==> config.mk <==
export PLATFORM = sky130hd
export DESIGN_NAME = xroute_top
export DESIGN_NICKNAME = d
export VERILOG_FILES = /design/src/pkg/xroute_pkg.sv /design/src/design/link_fifo.sv /design/src/design/dest_sel.sv /design/src/design/xroute_top.sv
export SDC_FILE = /design/constraint.sdc
export NUM_CORES = 1
export LEC_CHECK = 0
export BUFFER_PORTS_ARGS = -buffer_cell sky130_fd_sc_hd__buf_2
export CORE_MARGIN = 2
export CORE_UTILIZATION = 39
export DETAILED_ROUTE_END_ITERATION = 12
export PLACE_DENSITY = 0.59
export SLEW_MARGIN = 30
export SYNTH_ARGS = -nofsm -noshare
export SYNTH_HDL_FRONTEND = slang
export SYNTH_SLANG_ARGS = --single-unit
==> constraint.sdc <==
create_clock -name clock -period 8.2 [get_ports clock]
set_input_delay 0.41 -clock clock [delete_from_list [all_inputs] [get_ports clock]]
set_output_delay 0.41 -clock clock [all_outputs]
set_load 0.01 [all_outputs]
==> src/pkg/xroute_pkg.sv <==
// constants for the serial and infrared crosspoint of the extender
// Contract
// - Each local serial connector is one source (its transmit data) and one destination (its receive line).
// - Every byte taken on a local serial input is forwarded toward the remote unit whatever the local routing is; with link_en low they are dropped.
// - The link is never a destination; each remote serial input shows up locally as an extra source.
// - The source of each local serial destination is chosen by local configuration only.
// - Serial sources number local plus remote ports; serial destinations number local ports only.
// - Routing a connector's own source to its destination loops its transmit data back to its receive line.
// - A path exchanges serial data between the local lines and the local IP control port for injection.
// - Traffic toward a unit flows only when that unit has its link enabled.
// - With several serial modules fitted the same routing is replicated per port.
// - All local infrared input is forwarded to the remote unit at all times.
// - Infrared sources number local plus remote inputs; destinations number local outputs only.
// - The source of a local infrared output is chosen by configuration held in this unit.
// - A local infrared input can be routed straight to a local infrared output as a loopback.
// - The IP port can inject infrared onto local outputs and capture local infrared inputs.
package xroute_pkg;
    // ------------------------------------------------------------
    // port counts
    // ------------------------------------------------------------
    localparam int N_SER = 2;
    localparam int N_SER_REM = 2;
    localparam int N_SER_SRC = N_SER + N_SER_REM;
    localparam int N_IR_IN = 2;
    localparam int N_IR_REM = 2;
    localparam int N_IR_SRC = N_IR_IN + N_IR_REM;
    localparam int N_IR_OUT = 2;
    // ------------------------------------------------------------
    // widths
    // ------------------------------------------------------------
    localparam int DATA_W = 8;
    localparam int PORT_W = 1;
    localparam int SRC_W = 2;
    localparam int LINK_W = PORT_W + DATA_W;
    localparam int FIFO_DEPTH = 8;
    // ------------------------------------------------------------
    // values after reset
    // ------------------------------------------------------------
    localparam logic [SRC_W-1:0] SEL_RST = 2'h0;
    localparam logic [DATA_W-1:0] DATA_RST = 8'h00;
    localparam logic [PORT_W-1:0] PORT_RST = 1'h0;
endpackage

==> src/design/link_fifo.sv <==
// flop-based fifo with valid/ready on both sides
`timescale 1ns/1ns
module link_fifo #(
    parameter int WIDTH = 9,
    parameter int DEPTH = 8
) (
    input wire logic clock,
    input wire logic rst,
    input wire logic in_valid,
    output logic in_ready,
    input wire logic [WIDTH-1:0] in_data,
    output logic out_valid,
    input wire logic out_ready,
    output logic [WIDTH-1:0] out_data
);
    localparam int AW = $clog2(DEPTH);
    typedef struct packed {
        logic [DEPTH-1:0][WIDTH-1:0] mem;
        logic [AW-1:0] wr;
        logic [AW-1:0] rd;
        logic [AW:0] cnt;
    } fifo_state_type;
    fifo_state_type st_q;
    fifo_state_type st_d;
    logic push;
    logic pop;

    assign in_ready = (st_q.cnt != (AW+1)'(DEPTH));
    assign out_valid = (st_q.cnt != '0);
    assign out_data = st_q.mem[st_q.rd];
    assign push = in_valid && in_ready;
    assign pop = out_valid && out_ready;

    always_comb begin
        st_d = st_q;
        if (push) begin
            st_d.mem[st_q.wr] = in_data;
            st_d.wr = (st_q.wr == AW'(DEPTH - 1)) ? '0 : st_q.wr + 1'b1;
        end
        if (pop) begin
            st_d.rd = (st_q.rd == AW'(DEPTH - 1)) ? '0 : st_q.rd + 1'b1;
        end
        case ({push, pop})
            2'b10: st_d.cnt = st_q.cnt + 1'b1;
            2'b01: st_d.cnt = st_q.cnt - 1'b1;
            default: st_d.cnt = st_q.cnt;
        endcase
    end

    always_ff @(posedge clock or posedge rst) begin
        if (rst) begin
            st_q <= '0;
        end else begin
            st_q <= st_d;
        end
    end
endmodule // link_fifo

==> src/design/dest_sel.sv <==
// one destination of the crosspoint: picks a source or nothing
`timescale 1ns/1ns
module dest_sel #(
    parameter int NSRC = 4,
    parameter int SW = 2,
    parameter int W = 9
) (
    input wire logic en,
    input wire logic [SW-1:0] sel,
    input wire logic [NSRC-1:0][W-1:0] src,
    output logic [W-1:0] dout
);
    always_comb begin
        dout = '0;
        if (en && (int'(sel) < NSRC)) begin
            dout = src[sel];
        end
    end
endmodule // dest_sel

==> src/design/xroute_top.sv <==
// serial and infrared crosspoint between local ports, link and ip port
`timescale 1ns/1ns
module xroute_top (
    input wire logic clock,
    input wire logic rst,
    // local serial connectors
    input wire logic [xroute_pkg::N_SER-1:0] tx_valid,
    output logic [xroute_pkg::N_SER-1:0] tx_ready,
    input wire logic [xroute_pkg::N_SER-1:0][xroute_pkg::DATA_W-1:0] tx_data,
    output logic [xroute_pkg::N_SER-1:0] rx_valid,
    output logic [xroute_pkg::N_SER-1:0][xroute_pkg::DATA_W-1:0] rx_data,
    // local infrared pins
    input wire logic [xroute_pkg::N_IR_IN-1:0] ir_in,
    output logic [xroute_pkg::N_IR_OUT-1:0] ir_out,
    // link enable of this unit
    input wire logic link_en,
    // serial toward remote unit
    output logic link_valid,
    input wire logic link_ready,
    output logic [xroute_pkg::LINK_W-1:0] link_data,
    // serial from remote unit
    input wire logic rem_valid,
    input wire logic [xroute_pkg::PORT_W-1:0] rem_port,
    input wire logic [xroute_pkg::DATA_W-1:0] rem_data,
    // infrared to and from remote unit
    output logic [xroute_pkg::N_IR_IN-1:0] link_ir,
    input wire logic [xroute_pkg::N_IR_REM-1:0] rem_ir,
    // routing configuration
    input wire logic cfg_wr,
    input wire logic cfg_ir,
    input wire logic [xroute_pkg::PORT_W-1:0] cfg_dest,
    input wire logic cfg_en,
    input wire logic [xroute_pkg::SRC_W-1:0] cfg_src,
    // ip control port, serial
    input wire logic ip_valid,
    output logic ip_ready,
    input wire logic [xroute_pkg::PORT_W-1:0] ip_port,
    input wire logic [xroute_pkg::DATA_W-1:0] ip_data,
    output logic cap_valid,
    output logic [xroute_pkg::PORT_W-1:0] cap_port,
    output logic [xroute_pkg::DATA_W-1:0] cap_data,
    // ip control port, infrared
    input wire logic [xroute_pkg::N_IR_OUT-1:0] ip_ir_en,
    input wire logic [xroute_pkg::N_IR_OUT-1:0] ip_ir_data,
    output logic [xroute_pkg::N_IR_IN-1:0] ip_ir_cap
);
    localparam int NS = xroute_pkg::N_SER;
    localparam int DW = xroute_pkg::DATA_W;
    localparam int PW = xroute_pkg::PORT_W;
    localparam int SW = xroute_pkg::SRC_W;
    localparam int EW = DW + 1;

    // ------------------------------------------------------------
    // state
    // ------------------------------------------------------------
    typedef struct packed {
        logic [NS-1:0] hold_v;
        logic [NS-1:0][DW-1:0] hold_d;
        logic [PW-1:0] rr;
        logic [NS-1:0] ser_en;
        logic [NS-1:0][SW-1:0] ser_sel;
        logic [xroute_pkg::N_IR_OUT-1:0] ir_en;
        logic [xroute_pkg::N_IR_OUT-1:0][SW-1:0] ir_sel;
        logic ip_v;
        logic [PW-1:0] ip_p;
        logic [DW-1:0] ip_d;
        logic [NS-1:0] rx_v;
        logic [NS-1:0][DW-1:0] rx_d;
        logic [xroute_pkg::N_IR_OUT-1:0] ir_o;
        logic [xroute_pkg::N_IR_IN-1:0] lir;
        logic cap_v;
        logic [PW-1:0] cap_p;
        logic [DW-1:0] cap_d;
        logic [xroute_pkg::N_IR_IN-1:0] ir_cap;
    } top_state_type;
    top_state_type st_q;
    top_state_type st_d;

    // ------------------------------------------------------------
    // departure from the hold stage
    // ------------------------------------------------------------
    logic fifo_in_ready;
    logic fifo_push;
    logic depart;
    logic [PW-1:0] dep_p;
    logic [NS-1:0][EW-1:0] loc_ev;
    logic [xroute_pkg::N_SER_REM-1:0][EW-1:0] rem_ev;
    logic [NS-1:0][xroute_pkg::N_SER_SRC-1:0][EW-1:0] ser_src;
    logic [NS-1:0][EW-1:0] ser_pick;
    logic [xroute_pkg::N_IR_SRC-1:0] ir_src;
    logic [xroute_pkg::N_IR_OUT-1:0][xroute_pkg::N_IR_SRC-1:0] ir_src_v;
    logic [xroute_pkg::N_IR_OUT-1:0] ir_pick;

    // round robin so one busy connector cannot starve the other
    always_comb begin
        dep_p = st_q.rr;
        if (!st_q.hold_v[st_q.rr]) begin
            dep_p = st_q.rr + 1'b1;
        end
    end
    // with the link down bytes still leave the hold for local routing
    assign depart = st_q.hold_v[dep_p] && (fifo_in_ready || !link_en);
    assign fifo_push = depart && link_en;

    link_fifo #(
        .WIDTH(xroute_pkg::LINK_W),
        .DEPTH(xroute_pkg::FIFO_DEPTH)
    ) u_fifo (
        .clock(clock),
        .rst(rst),
        .in_valid(fifo_push),
        .in_ready(fifo_in_ready),
        .in_data({dep_p, st_q.hold_d[dep_p]}),
        .out_valid(link_valid),
        .out_ready(link_ready),
        .out_data(link_data)
    );

    // ------------------------------------------------------------
    // source events for the serial crosspoint
    // ------------------------------------------------------------
    always_comb begin
        for (int i = 0; i < NS; i++) begin
            loc_ev[i] = {depart && (dep_p == PW'(i)), st_q.hold_d[i]};
        end
        for (int k = 0; k < xroute_pkg::N_SER_REM; k++) begin
            rem_ev[k] = {rem_valid && link_en && (rem_port == PW'(k)), rem_data};
        end
        for (int j = 0; j < NS; j++) begin
            ser_src[j] = {rem_ev, loc_ev};
        end
    end

    genvar g;
    generate
        for (g = 0; g < NS; g++) begin : g_ser
            dest_sel #(
                .NSRC(xroute_pkg::N_SER_SRC),
                .SW(SW),
                .W(EW)
            ) u_sel (
                .en(st_q.ser_en[g]),
                .sel(st_q.ser_sel[g]),
                .src(ser_src[g]),
                .dout(ser_pick[g])
            );
        end
        for (g = 0; g < xroute_pkg::N_IR_OUT; g++) begin : g_ir
            dest_sel #(
                .NSRC(xroute_pkg::N_IR_SRC),
                .SW(SW),
                .W(1)
            ) u_sel (
                .en(st_q.ir_en[g]),
                .sel(st_q.ir_sel[g]),
                .src(ir_src_v[g]),
                .dout(ir_pick[g])
            );
        end
    endgenerate

    // remote infrared is ignored while this unit's link is off
    assign ir_src = {rem_ir & {xroute_pkg::N_IR_REM{link_en}}, ir_in};
    always_comb begin
        for (int j = 0; j < xroute_pkg::N_IR_OUT; j++) begin
            ir_src_v[j] = ir_src;
        end
    end

    // ------------------------------------------------------------
    // next state
    // ------------------------------------------------------------
    always_comb begin
        st_d = st_q;
        // hold stage: one byte per connector
        for (int i = 0; i < NS; i++) begin
            if (loc_ev[i][DW]) begin
                st_d.hold_v[i] = 1'b0;
            end
            if (tx_valid[i] && !st_q.hold_v[i]) begin
                st_d.hold_v[i] = 1'b1;
                st_d.hold_d[i] = tx_data[i];
            end
        end
        if (depart) begin
            st_d.rr = dep_p + 1'b1;
        end
        // local configuration picks the source of every local destination
        if (cfg_wr && !cfg_ir) begin
            st_d.ser_en[cfg_dest] = cfg_en;
            st_d.ser_sel[cfg_dest] = cfg_src;
        end
        if (cfg_wr && cfg_ir) begin
            st_d.ir_en[cfg_dest] = cfg_en;
            st_d.ir_sel[cfg_dest] = cfg_src;
        end
        // serial receive lines; routed bytes win, injection waits
        for (int j = 0; j < NS; j++) begin
            st_d.rx_v[j] = ser_pick[j][DW];
            st_d.rx_d[j] = ser_pick[j][DW-1:0];
        end
        if (st_q.ip_v && !ser_pick[st_q.ip_p][DW]) begin
            st_d.rx_v[st_q.ip_p] = 1'b1;
            st_d.rx_d[st_q.ip_p] = st_q.ip_d;
            st_d.ip_v = 1'b0;
        end
        if (ip_valid && !st_q.ip_v) begin
            st_d.ip_v = 1'b1;
            st_d.ip_p = ip_port;
            st_d.ip_d = ip_data;
        end
        // capture of local transmit bytes toward the ip port
        st_d.cap_v = depart;
        st_d.cap_p = dep_p;
        st_d.cap_d = st_q.hold_d[dep_p];
        // infrared
        for (int j = 0; j < xroute_pkg::N_IR_OUT; j++) begin
            st_d.ir_o[j] = ip_ir_en[j] ? ip_ir_data[j] : ir_pick[j];
        end
        st_d.lir = ir_in;
        st_d.ir_cap = ir_in;
    end

    // ------------------------------------------------------------
    // registers
    // ------------------------------------------------------------
    always_ff @(posedge clock or posedge rst) begin
        if (rst) begin
            st_q <= '0;
        end else begin
            st_q <= st_d;
        end
    end

    assign tx_ready = ~st_q.hold_v;
    assign rx_valid = st_q.rx_v;
    assign rx_data = st_q.rx_d;
    assign ir_out = st_q.ir_o;
    assign link_ir = st_q.lir;
    assign ip_ready = ~st_q.ip_v;
    assign cap_valid = st_q.cap_v;
    assign cap_port = st_q.cap_p;
    assign cap_data = st_q.cap_d;
    assign ip_ir_cap = st_q.ir_cap;
endmodule // xroute_top

Word-level counts from Yosys, hierarchy flattened

Index checks and enable logic that the tools add are counted.

Register bits after elaboration: 155
Input bits: 56
Output and inout port bits: 47
Logic and storage cells: 144

Add/sub/neg operators: 6
Order comparisons: 13
Equal/unequal tests: 5
Mux-type cells: 51
Bitwise logic cells: 6
Reduce and logical (&&, ||, !) cells: 30

Operators with widths:

| kind                | number |
|---|---|
| $bwmux 72           | 1 |
| $mux 9              | 8 |
| $bmux 9 s2          | 2 |
| $bmux 9 s3          | 1 |
| $demux 9 s3         | 1 |
| $mux 8              | 3 |
| $logic_and 1x1->1   | 18 |
| $mux 1              | 18 |
| $mux 18             | 1 |
| $bwmux 16           | 1 |
| $lt 2x3->1 const B  | 4 |
| $mux 10             | 1 |
| $bwmux 4            | 2 |
| $demux 8 s1         | 1 |
| $lt 1x2->1 const B  | 4 |
| $lt 3x4->1 const B  | 2 |
| $pmux 4 s2          | 1 |
| $reduce_bool 2->1   | 4 |
| $add 3x1->3 const B | 2 |
| $eq 3x3->1 const B  | 2 |
| $logic_not 1->1     | 6 |
| $mux 3              | 2 |
| $add 4x1->4 const B | 1 |
| $bmux 1 s2          | 2 |
| other kinds (17)    | 23 |

Depth between registers and ports, before layout

Gate-level depths: netlist (run 1).

Word-level depth: 16
Gate-level depth with buffers: 11
Gate-level depth less buffers: 10

By module

A second synthesis (run 1) with hierarchy kept.

Cells, all modules: 528
Area, all modules: 7626.1 µm²

By module, submodules not included:

| module                         | instances | cells each | area an instance (µm²) | seq. area each (µm²) |
|---|---|---|---|---|
| link_fifo                      | 1         | 249        | 3948.8                 | 2052.0 |
| xroute_top                     | 1         | 211        | 3056.7                 | 1826.8 |
| dest_sel at g_ser[0].u_sel ... | 2         | 32         | 281.5                  | 0.0 |
| dest_sel at g_ir[0].u_sel ...  | 2         | 2          | 28.8                   | 0.0 |

Worst setup path after synthesis (run 1)

No wires, ideal clock.

Kind: register to register
Start point: register u_fifo.st_q[1] (netlist name)
End point: register u_fifo.st_q[2] (netlist name)
Setup time: 0.128 ns
Arrival: 2.359 ns
Required time: 8.072 ns
Slack: 5.713 ns
Stages on the path, launching flop included: 12
Buffers on the path: 1
Clock period less this slack: 2.487 ns
Cells stage by stage: dfrtp_1 > buf_2 > or4_1 > nand2_1 > inv_1 > ha_1 > xor2_1 > ha_1 > a21oi_1 > xor2_1 > nor2_1 > xor2_1

Elaborated cells between the ends (all ways): 13
Those cells by class: add/sub: 2; eq/ne: 3; mux: 1; reduce/logical: 7

RTL lines:

| item                                                   | line             | text |
|---|---|---|
| start, declared                                        | link_fifo.sv:23  | `fifo_state_type st_q;` |
| start signal, assigned                                 | link_fifo.sv:54  | `st_q <= st_d;` |
| $reduce_bool 4->1 (*)                                  | link_fifo.sv:29  | `assign out_valid = (st_q.cnt != '0);` |
| net link_valid                                         | xroute_top.sv:18 | `output logic link_valid,` |
| $logic_and 1x1->1 (*)                                  | link_fifo.sv:32  | `assign pop = out_valid && out_ready;` |
| net u_fifo.pop                                         | link_fifo.sv:26  | `logic pop;` |
| $eq 2x1->1 / $eq 2x2->1 (equally long branches)        | link_fifo.sv:43  | `case ({push, pop})` |
| $pmux 4 s2 / $reduce_bool 2->1 (equally long branches) | n/a              |  |

The timed path passes the listed nets; every way through them passes the cells marked *.
A chain may end at the register's enable or synchronous reset.

Final worst setup path (run 1)

Start point: register u_fifo.st_q[5] (netlist name)
End point: output port link_data[2] (netlist name)

Word-level cells in the longest chain between the ends: 2

Ends and longest elaborated chain:

| item                         | line             | text |
|---|---|---|
| $bmux 9 s3                   | link_fifo.sv:30  | `assign out_data = st_q.mem[st_q.rd];` |
| $mux 9 (implied by the code) | link_fifo.sv:30  |  |
| end, declared                | xroute_top.sv:20 | `output logic [xroute_pkg::LINK_W-1:0] link_data,` |

Every way passes these cells. The select of a mux whose other input is x is not followed.

==> results by group, run 1 <==
Status
  – Outcome: finished clean

Layout
  – Final Util: 46.4%
  – Commonest non-fill, non-tap cell in the layout: dfrtp_1
  – Layout net count: between 700 and 800
  – Filler Cell Count: about 1600
  – Area growth syn-to-layout: 16.1%
  – Layout cells sized above 1: a little under a third
  – Most frequent cells in the layout: 155 x dfrtp_1, 102 x buf_2, 80 x nand2_1

STA
  – # setup viols final: 0
  – Clock skew: around 0.0086 ns
  – RSZ-0062 raised after global routing: false
  – Max Clock Freq: 375 MHz
  – Slew Limit Headroom: 38.0%
  – Final Hold Vio Count: 0
  – Max-slew violations: 0
  – Fin Setup TNS: 0 ns
  – Final Cycle Share: between 30 and 40%
  – Actual slew at the worst max-slew pin: 0.905 ns
  – Tmin final: 2.67 ns

Global routing
  – Total gr overflow: 0
  – Total track usage: 17.5%
  – Antenna violations before repair: 3
  – Pin count of the biggest net entering global routing: a little over 100
  – Number of global-route vias before repair: 4937
  – Global-route wire length before repair: roughly 27000 µm

Placed design
  – PortBufs: 102
  – DP HPWL: ~11000 µm
  – Routability cong.: 0.821

Logic synthesis
  – Warnings from Yosys: 0
  – Synthesized area: just over 0.007 mm²
  – Gate Count Post-Synth: 641
  – Mean post-synth cell area: between 10 and 15 µm²
  – Share of the synthesized area in the top cell type: a little over half
  – #FFs+latches synth: 155
  – Post-synth EDFFs: 0
  – Dominant cells by area after synthesis: dfrtp_1 54%, mux2_2 6.4%, mux4_2 5.6%, mux2i_1 5.0%, nand2_1 4.2%
  – Seq/Total Area, Yosys: 53.6%
  – Most common flop cell mapped by yosys: dfrtp_1
  – Post-synth ARST share: 100%
  – Distinct cells, synth: between 40 and 50
  – Synth area leader: dfrtp_1
  – Post-Syn Nets: 704

Clocking
  – CTS sink cnt: approximately 160
  – # Post-CTS Setup Buffers: 0
  – Post-CTS Hold Buffers: 0
  – CTS Root Cell: clkbuf_16
  – Htree depth: 4
  – CTS max path bufs: 2
  – Num CTS Buffers: 17
  – Clk slew on worst S/H paths: approximately 0.060 ns
  – CTS tree: yes
  – Resized cells post-CTS: 0
  – Clock Latency Late Sink: about 0.43 ns

Drt
  – Vias/cell: 5.12
  – DR pass1 iterations: 4
  – DR WL/cell: ~17 µm
  – DR vias: around 4900
  – Final ANT Viol Nets: 0
  – Total wire length: 16300 µm
  – DRC Markers: 0
  – Initial drt markers: around 230

Worst setup path
  – Crit Path Max Fanout: 20
  – CP Class: register to output pin
  – CP endpoint kind: output pin
  – Reg2reg setup slack: around 5.6 ns
  – Worst EP required: 7.79 ns
  – Worst path arrival time: between 2 and 2.5 ns
  – RR Startpoint: u_fifo.st_q[0]
  – Worst Setup SP: u_fifo.st_q[5]
  – Worst Setup Start Kind: register

Floorplan
  – Vert. Die Dim: around 140 µm
  – Die extent in x: ~140 µm
  – Cell row count: 49
  – Starting Density: about two fifths
  – Core ar.: approximately 0.018 mm²
  – Die Footprint: between 0.015 and 0.02 mm²
  – IO Pins: 103

Pwr
  – Switching share of power: 36.7%
  – Share of total power in combinational logic: 37.3%
  – Net Sw Power: 1320 µW
  – Flop pwr share: roughly 39%
  – Internal power: 2280 µW
  – Static leakage: about 0.0039 µW
  – Power density cells: between 400 and 500 mW/mm²
  – Peak supply drop: 0.232 mV
  – Clock group share of total power: roughly 24%

Min path
  – Hold WC Path Type: input pin to async pin

Flow run
  – Maxcap violations: 0
power groups by stage:
stage / logic (µW) / registers (µW) / clock network (µW)
after floorplan: 1110 / 1260 / 0
after global placement: 1300 / 1380 / 0
after detailed placement: 1350 / 1400 / 0
after CTS: 1360 / 1390 / 888
after global routing: 1500 / 1440 / 921
final: 1350 / 1390 / 869
cells in the mapped netlist (all sizes together) (2+ instances only):
master   count
dfrtp      155
nand2       80
o21ai       58
nor2        51
a21oi       48
buf         46
mux2        41
mux2i       36
inv         23
mux4        18
clkbuf      17
o2bb2ai      8
ha           7
nand3b       5
nor2b        5
xnor2        5
a31oi        4
nand3        4
nor3         4
xor2         4
nand2b       3
nor4b        3
a21o         2
nand4        2
nand4b       2
o22ai        2
sequential cells by signal (all words and copies together), names as in the netlist:
name / flops
rx_valid: 2
ir_out: 2
cap_port: 1
cap_data: 8
cap_valid: 1
u_fifo.st_q: 82
rx_data: 16
st_q: 25
loc_ev: 16
ip_ir_cap: 2
area by class of cell:
type | count | area, µm² | share of cell area (%)
timing repair buffer | 109 | 571 | 6.79
multi-input combinational | 400 | 2900 | 34.5
tap | 229 | 287 | 3.41
sequential | 155 | 3880 | 46.2
antenna | 3 | 7.51 | 0.0894
inverter | 23 | 96.3 | 1.15
clock buffer | 18 | 439 | 5.23
clock inverter | 14 | 219 | 2.61
cell families (layout without fill, tap and decap cells):
logic type	Yosys count	after routing	share of synthesized area (%)
AOI/OAI and AO/OA	124	124	9.46
and+or+nand+nor	165	165	11.0
xor gates and xnor gates	9	9	1.09
adders and majority gates	7	7	1.21
buffers and inverters	86	164	6.62
muxes	95	95	17.0
DFF	155	155	53.6
other	0	3	0
layer usage:
metal	global-route usage (%)	vias up	part of all wire [%]
li1	-	2330	-
met1	23.4	2396	45
met2	26.9	128	48
met3	6.02	9	6.1
met4	5.42	2	0.82
met5	0	-	0.080
through the flow:
stage               hold WS [ns]  instances  total power, µW  area, µm²  setup slack, ns
floorplan                  0.441        641             2370       7240             3.61
global placement           0.456        913             2680       7680             5.72
detailed placement         0.466        915             2750       7710             5.61
CTS                        0.108        947             3640       8370             5.49
global route               0.109        949             3860       8390             5.39
finish                    0.0975        951             3600       8400             5.53
critical path, cell delays in order (launching register included):
cell and delay [ns]:
dfrtp_1 0.93, mux4_2 0.42, mux2_2 0.32, buf_2 0.15
worst paths after layout:
check | endpoint | cells past startpoint
setup / recovery | link_data[2] | 3
hold / removal | rx_valid[1] | 2
setup reg to reg | u_fifo.st_q[2] | 10
hold reg to reg | u_fifo.st_q[73] | 2
max in group asynchronous | u_fifo.st_q[30] | 3
min in group clock | ip_ir_cap[0] | 1
(Power assumes the default switching activity.)
==> run 2: changes to the inputs <==
Settings changed: PLACE_DENSITY 0.59 to 0.61.
Clock period 8.2 ns to 2.25 ns, I/O delays scaled along.
==> results by group, run 2 (same netlist as run 1, synthesis figures left out) <==
Drt
  – Total wire length: around 17000 µm
  – DR pass1 iterations: 4
  – DR vias: 5169
  – Vias/cell: roughly 5.0
  – DRC Markers: 0
  – DR WL/cell: approximately 16 µm
  – Initial drt markers: 254
  – Final ANT Viol Nets: 0

Layout
  – N_diodes: 0
  – Most frequent cells in the layout: 154 x dfrtp_1, 102 x buf_2, 79 x nand2_1
  – Layout cells sized above 1: 32.1%
  – Final instance area: around 0.009 mm²
  – Regs by FF count: u_fifo.st_q: 82 flops, st_q: 25 flops
  – Multi-input logic area: ~0.0029 mm²
  – Max reg flops: around 80
  – Register area: 0.00388 mm²
  – Area growth syn-to-layout: 25.4%
  – Filler Cell Count: approximately 1600
  – Commonest non-fill, non-tap cell in the layout: dfrtp_1
  – Largest Register: u_fifo.st_q
  – Layout net count: ~850

Worst setup path
  – CP Class: register to register
  – CP peak stage delay: around 0.55 ns
  – Crit-path most repeated cell: xor2_1
  – CP endpoint kind: register
  – WP buf/inv: 1
  – Reg2reg setup slack: roughly 0.022 ns
  – Worst Setup Start Kind: register
  – Worst path arrival time: around 2.5 ns
  – RR Startpoint: u_fifo.st_q[0]
  – CP Cell Sequence: or4_4 -> nand2_4 -> inv_2 -> ha_4 -> xor2_1 -> ha_2 -> a21oi_2 -> xor2_1 -> nor2_1 -> xor2_1
  – CP max stage cell: or4_4
  – Critical path's top delay family: simple AND/OR/NAND/NOR gates
  – Crit Path Max Fanout: 3
  – Worst EP required: between 2 and 3 ns
  – Reg2Reg Depth: 10
  – R2R Path End: u_fifo.st_q[2]

Min path
  – Hold Path Depth: 3
  – Worst min-delay path startpoint: tx_valid[1]
  – Hold WC Path Type: input pin to register
  – Hold EP: st_q[74]

Global routing
  – Met3 Resource Use GR: about 3.8%
  – GRT busiest layer: met2
  – M2 GR Usage: around 30%
  – Total track usage: 18.0%
  – Total gr overflow: 0
  – GR met1 Demand/Resource: 23.4%
  – Pin count of the biggest net entering global routing: approximately 100
  – Antenna violations before repair: 0
  – Number of global-route vias before repair: approximately 5500
  – Global-route wire length before repair: 28100 µm

STA
  – Fin Setup TNS: 0 ns
  – Clock skew: 0.00938 ns
  – Final Hold Vio Count: 0
  – Slew Limit Headroom: between 50 and 60%
  – Final Cycle Share: a little under 100%
  – # setup viols final: 0
  – Max Clock Freq: roughly 450 MHz
  – RSZ-0062 raised after global routing: true
  – Tmin final: approximately 2.2 ns
  – Max-slew violations: 0
  – Hold WS: approximately 0.026 ns
  – Actual slew at the worst max-slew pin: around 0.64 ns

Clocking
  – CTS sink cnt: about 160
  – CTS max path bufs: 2
  – Num CTS Buffers: 17
  – CTS tree: yes
  – Clock Latency Late Sink: about 0.42 ns
  – Clk slew on worst S/H paths: approximately 0.060 ns
  – Htree depth: 4
  – CTS Root Cell: clkbuf_16

Placed design
  – PortBufs: between 100 and 150
  – Placed Instance Area: 0.00797 mm²
  – Routability cong.: ~0.81
  – DP HPWL: approximately 12000 µm

Floorplan
  – Core ar.: around 0.018 mm²
  – IO Pins: approximately 100
  – Cell row count: 49
  – Die Footprint: 0.0197 mm²
  – Vert. Die Dim: approximately 140 µm
  – Starting Density: about two fifths
  – Die extent in x: 140 µm

Pwr
  – Power density cells: around 1500 mW/mm²
  – Static leakage: 0.00418 µW
  – Peak supply drop: around 0.69 mV

Flow run
  – Maxcap violations: 0

Status
  – Outcome: finished clean
==> run 2: cell types whose count changed in the layout (fill, tap and decap cells not counted), sizes merged <==
cell         delta
dlygate4sd3    +44
buf            +32
diode           -3
bufinv          -2
clkbuf          +2
clkinv          -2
clkinvlp        +1
inv             +1
==> run 2: how the worst max path moves through the flow <==
stage,startpoint,to,slack [ns],depth (start not counted)
floorplan,u_fifo.st_q[0],u_fifo.st_q[2],-0.01,10
global placement,u_fifo.st_q[0],u_fifo.st_q[2],0.05,10
detailed placement,u_fifo.st_q[0],u_fifo.st_q[2],-0.05,10
CTS,u_fifo.st_q[2],u_fifo.st_q[3],0.0005,10
global route,u_fifo.st_q[0],u_fifo.st_q[2],-0.04,10
finish,u_fifo.st_q[0],u_fifo.st_q[2],0.02,10
==> run 2: report_power, final <==
group	internal, µW	total [µW]	switching [µW]
sequential	4040	4940	909
combinational	2670	5540	2860
clock	1820	3000	1180
total	8530	13500	4950
==> run 2: layout make-up <==
type	count	area share (%)
tap	229	3.16
timing repair buffer	185	14.0
multi-input combinational	400	32.2
clock inverter	12	1.79
clock buffer	20	5.03
inverter	23	1.02
sequential	155	42.8
==> run 2: worst reg2reg max path, delay by kind of cell (launching register included) <==
kind                       cells  cell delay [ns]
AOI/OAI and AO/OA              1             0.12
xor gates and xnor gates       3             0.49
DFF                            1             0.40
and+or+nand+nor                3             0.71
buffers and inverters          1             0.05
adders and majority gates      2             0.33
==> run 2: per-stage QoR <==
step	util (%)	setup WS (ns)	total power (µW)	instances
after floorplan	-	-0.00964	8670	641
after global placement	44.1	0.0529	10200	945
after detailed placement	44.1	-0.0489	10400	945
after CTS	50.0	0.000524	13600	1022
after global routing	50.2	-0.0421	14400	1024
final	50.2	0.0215	13500	1024
==> run 2: repair_timing <==
item,CTS,global route
hold buffers,44,0
resized for setup,2,5
endpoints found under the setup margin,2,2
setup buffers,1,1
pin swaps,5,9
hold endpoints to repair,61,0
==> run 2: per-layer routing <==
metal / vias up / routed length [µm]
li1: 2465 / -
met1: 2557 / 7510
met2: 124 / 8380
met3: 23 / 699
met4: 0 / 272
met5: - / 0
==> run 3: changes to the inputs <==
Settings changed: PLACE_DENSITY 0.61 to 0.59.
Clock period 2.25 ns to 2.1 ns, I/O delays scaled along.
==> results by group, run 3 (same netlist as run 1, synthesis figures left out) <==
Drt
  – DR WL/cell: roughly 17 µm
  – Final ANT Viol Nets: 0
  – DR vias: ~5200
  – Initial drt markers: approximately 210
  – DR pass1 iterations: 4
  – DRC Markers: 0
  – Vias/cell: just over 5
  – Total wire length: roughly 17000 µm

Pwr
  – Peak supply drop: 0.827 mV
  – Power density cells: roughly 1600 mW/mm²
  – Static leakage: around 0.0043 µW

Layout
  – Most frequent cells in the layout: 153 x dfrtp_1, 93 x buf_2, 79 x nand2_1
  – Layout cells sized above 1: about a third
  – Filler Cell Count: between 1500 and 2000
  – Regs by FF count: u_fifo.st_q: 82 flops, st_q: 25 flops
  – Area growth syn-to-layout: 29.7%
  – Max reg flops: 82
  – Largest Register: u_fifo.st_q
  – Commonest non-fill, non-tap cell in the layout: dfrtp_1
  – N_diodes: 0
  – Final instance area: 0.00939 mm²
  – Post-Layout Cell Count: 1037
  – Layout net count: approximately 860

Clocking
  – Num CTS Buffers: 17
  – CTS max path bufs: 2
  – Clock Latency Late Sink: around 0.43 ns
  – CTS sink cnt: 155
  – CTS tree: yes
  – Clk slew on worst S/H paths: ~0.060 ns
  – CTS Root Cell: clkbuf_16
  – Htree depth: 4

Global routing
  – Antenna violations before repair: 0
  – Total track usage: around 19%
  – M2 GR Usage: a little under a third
  – Global-route wire length before repair: 28300 µm
  – Pin count of the biggest net entering global routing: 84
  – GRT busiest layer: met2
  – GR met1 Demand/Resource: a little under a quarter
  – Met3 Resource Use GR: about 4.1%
  – Number of global-route vias before repair: 5434
  – Total gr overflow: 0

STA
  – Final WS setup: -0.0748 ns
  – RSZ-0062 raised after global routing: true
  – Tmin final: around 2.2 ns
  – Max Clock Freq: roughly 460 MHz
  – # setup viols final: 1
  – Final Hold Vio Count: 0
  – Hold WS: 0.0278 ns
  – Slew Limit Headroom: 50.0%
  – Max-slew violations: 0
  – Final Cycle Share: 104%
  – Actual slew at the worst max-slew pin: 0.749 ns
  – Clock skew: roughly 0.024 ns

Floorplan
  – IO Pins: a little over 100
  – Cell row count: 49
  – Starting Density: between 40% and 50%
  – Core ar.: approximately 0.018 mm²
  – Vert. Die Dim: approximately 140 µm
  – Die Footprint: ~0.02 mm²
  – Die extent in x: about 140 µm

Min path
  – Worst min-delay path startpoint: rem_data[3]
  – Hold EP: rx_data[3]
  – Hold WC Path Type: input pin to register
  – Hold Path Depth: 3

Status
  – Failing checks: negative setup slack
  – Outcome: complete, but fails checks

Worst setup path
  – Worst Setup Start Kind: register
  – Reg2reg setup slack: -0.07 ns
  – RR Startpoint: u_fifo.st_q[0]
  – R2R Path End: u_fifo.st_q[2]
  – Worst path arrival time: ~2.5 ns
  – Worst EP required: approximately 2.4 ns
  – Reg2Reg Depth: 10
  – CP Class: register to register
  – Crit Path Max Fanout: 4
  – CP endpoint kind: register

Placed design
  – Placed cell count: 952
  – DP HPWL: roughly 12000 µm
  – Placed Instance Area: about 0.0081 mm²
  – PortBufs: 102
  – Pre-CTS setup slack: -0.0697 ns
  – Routability cong.: approximately 0.78

Flow run
  – Maxcap violations: 0
[run 3: cell types whose count changed in the layout (fill, tap and decap cells not counted), moves of 2 or more]
cell / previous run / this run
buf_6: 0 / 15
bufinv_16: 3 / 5
clkinvlp_4: 3 / 6
mux2_4: 0 / 9
buf_2: 102 / 93
mux2_2: 41 / 32
inv_6: 3 / 1
buf_4: 37 / 41
buf_12: 2 / 5
[run 3: layer usage]
metal / vias to the layer above / part of all wire [%]
li1: 2504 / -
met1: 2586 / 44
met2: 125 / 50
met3: 18 / 4.4
met4: 0 / 1.3
met5: - / 0
[run 3: worst max path at each step]
stage | start | to | slack (ns)
after floorplan | rst | u_fifo.st_q[0] | -0.13
after global placement | u_fifo.st_q[0] | u_fifo.st_q[2] | -0.009
after detailed placement | u_fifo.st_q[0] | u_fifo.st_q[2] | -0.07
after CTS | u_fifo.st_q[0] | u_fifo.st_q[2] | -0.08
after global routing | u_fifo.st_q[0] | u_fifo.st_q[2] | -0.15
final | u_fifo.st_q[0] | u_fifo.st_q[2] | -0.07
[run 3: what timing repair did]
| item | in CTS | in global routing |
|---|---|---|
| setup endpoints to repair | 11 | 11 |
| hold buffers | 43 | 0 |
| gates cloned | 1 | 1 |
| pin swaps | 5 | 5 |
| resized for setup | 18 | 12 |
| buffers inserted | 6 | 2 |
| hold endpoints to repair | 204 | 0 |
[run 3: power by group]
group | switching [µW] | internal, µW | leakage [µW]
Sequential | 957 | 4330 | 0.00187
Combinational | 3230 | 3460 | 0.00215
Clock | 1240 | 2140 | 0.000305
Total | 5430 | 9930 | 0.00433
[run 3: per-stage QoR]
step / total power (µW) / util, % / setup TNS (ns)
after floorplan: 9340 / - / -0.250
after global placement: 11000 / 44.5 / -0.00929
after detailed placement: 11300 / 44.5 / -0.108
after CTS: 15300 / 51.5 / -0.123
after global routing: 16400 / 51.9 / -0.813
final: 15400 / 51.9 / -0.0748
[run 3: area by class of cell]
cell class | count | area (µm²) | area share [%]
Sequential cell | 155 | 3880 | 41.4
Tap cell | 229 | 287 | 3.05
Inverter | 23 | 97.6 | 1.04
Clock buffer | 18 | 439 | 4.68
Multi-Input combinational cell | 400 | 2960 | 31.6
Timing Repair Buffer | 198 | 1500 | 16.0
Clock inverter | 14 | 219 | 2.33
[run 3: worst max-delay path: stages, from the launching register on]
cell and delay (ns):
dfrtp_2 0.40, or4_4 0.55, nand2_4 0.09, inv_4 0.04
ha_4 0.16, xor2_1 0.14, ha_2 0.17, a21oi_2 0.12
xor2_1 0.18, nor2_1 0.07, xor2_1 0.14
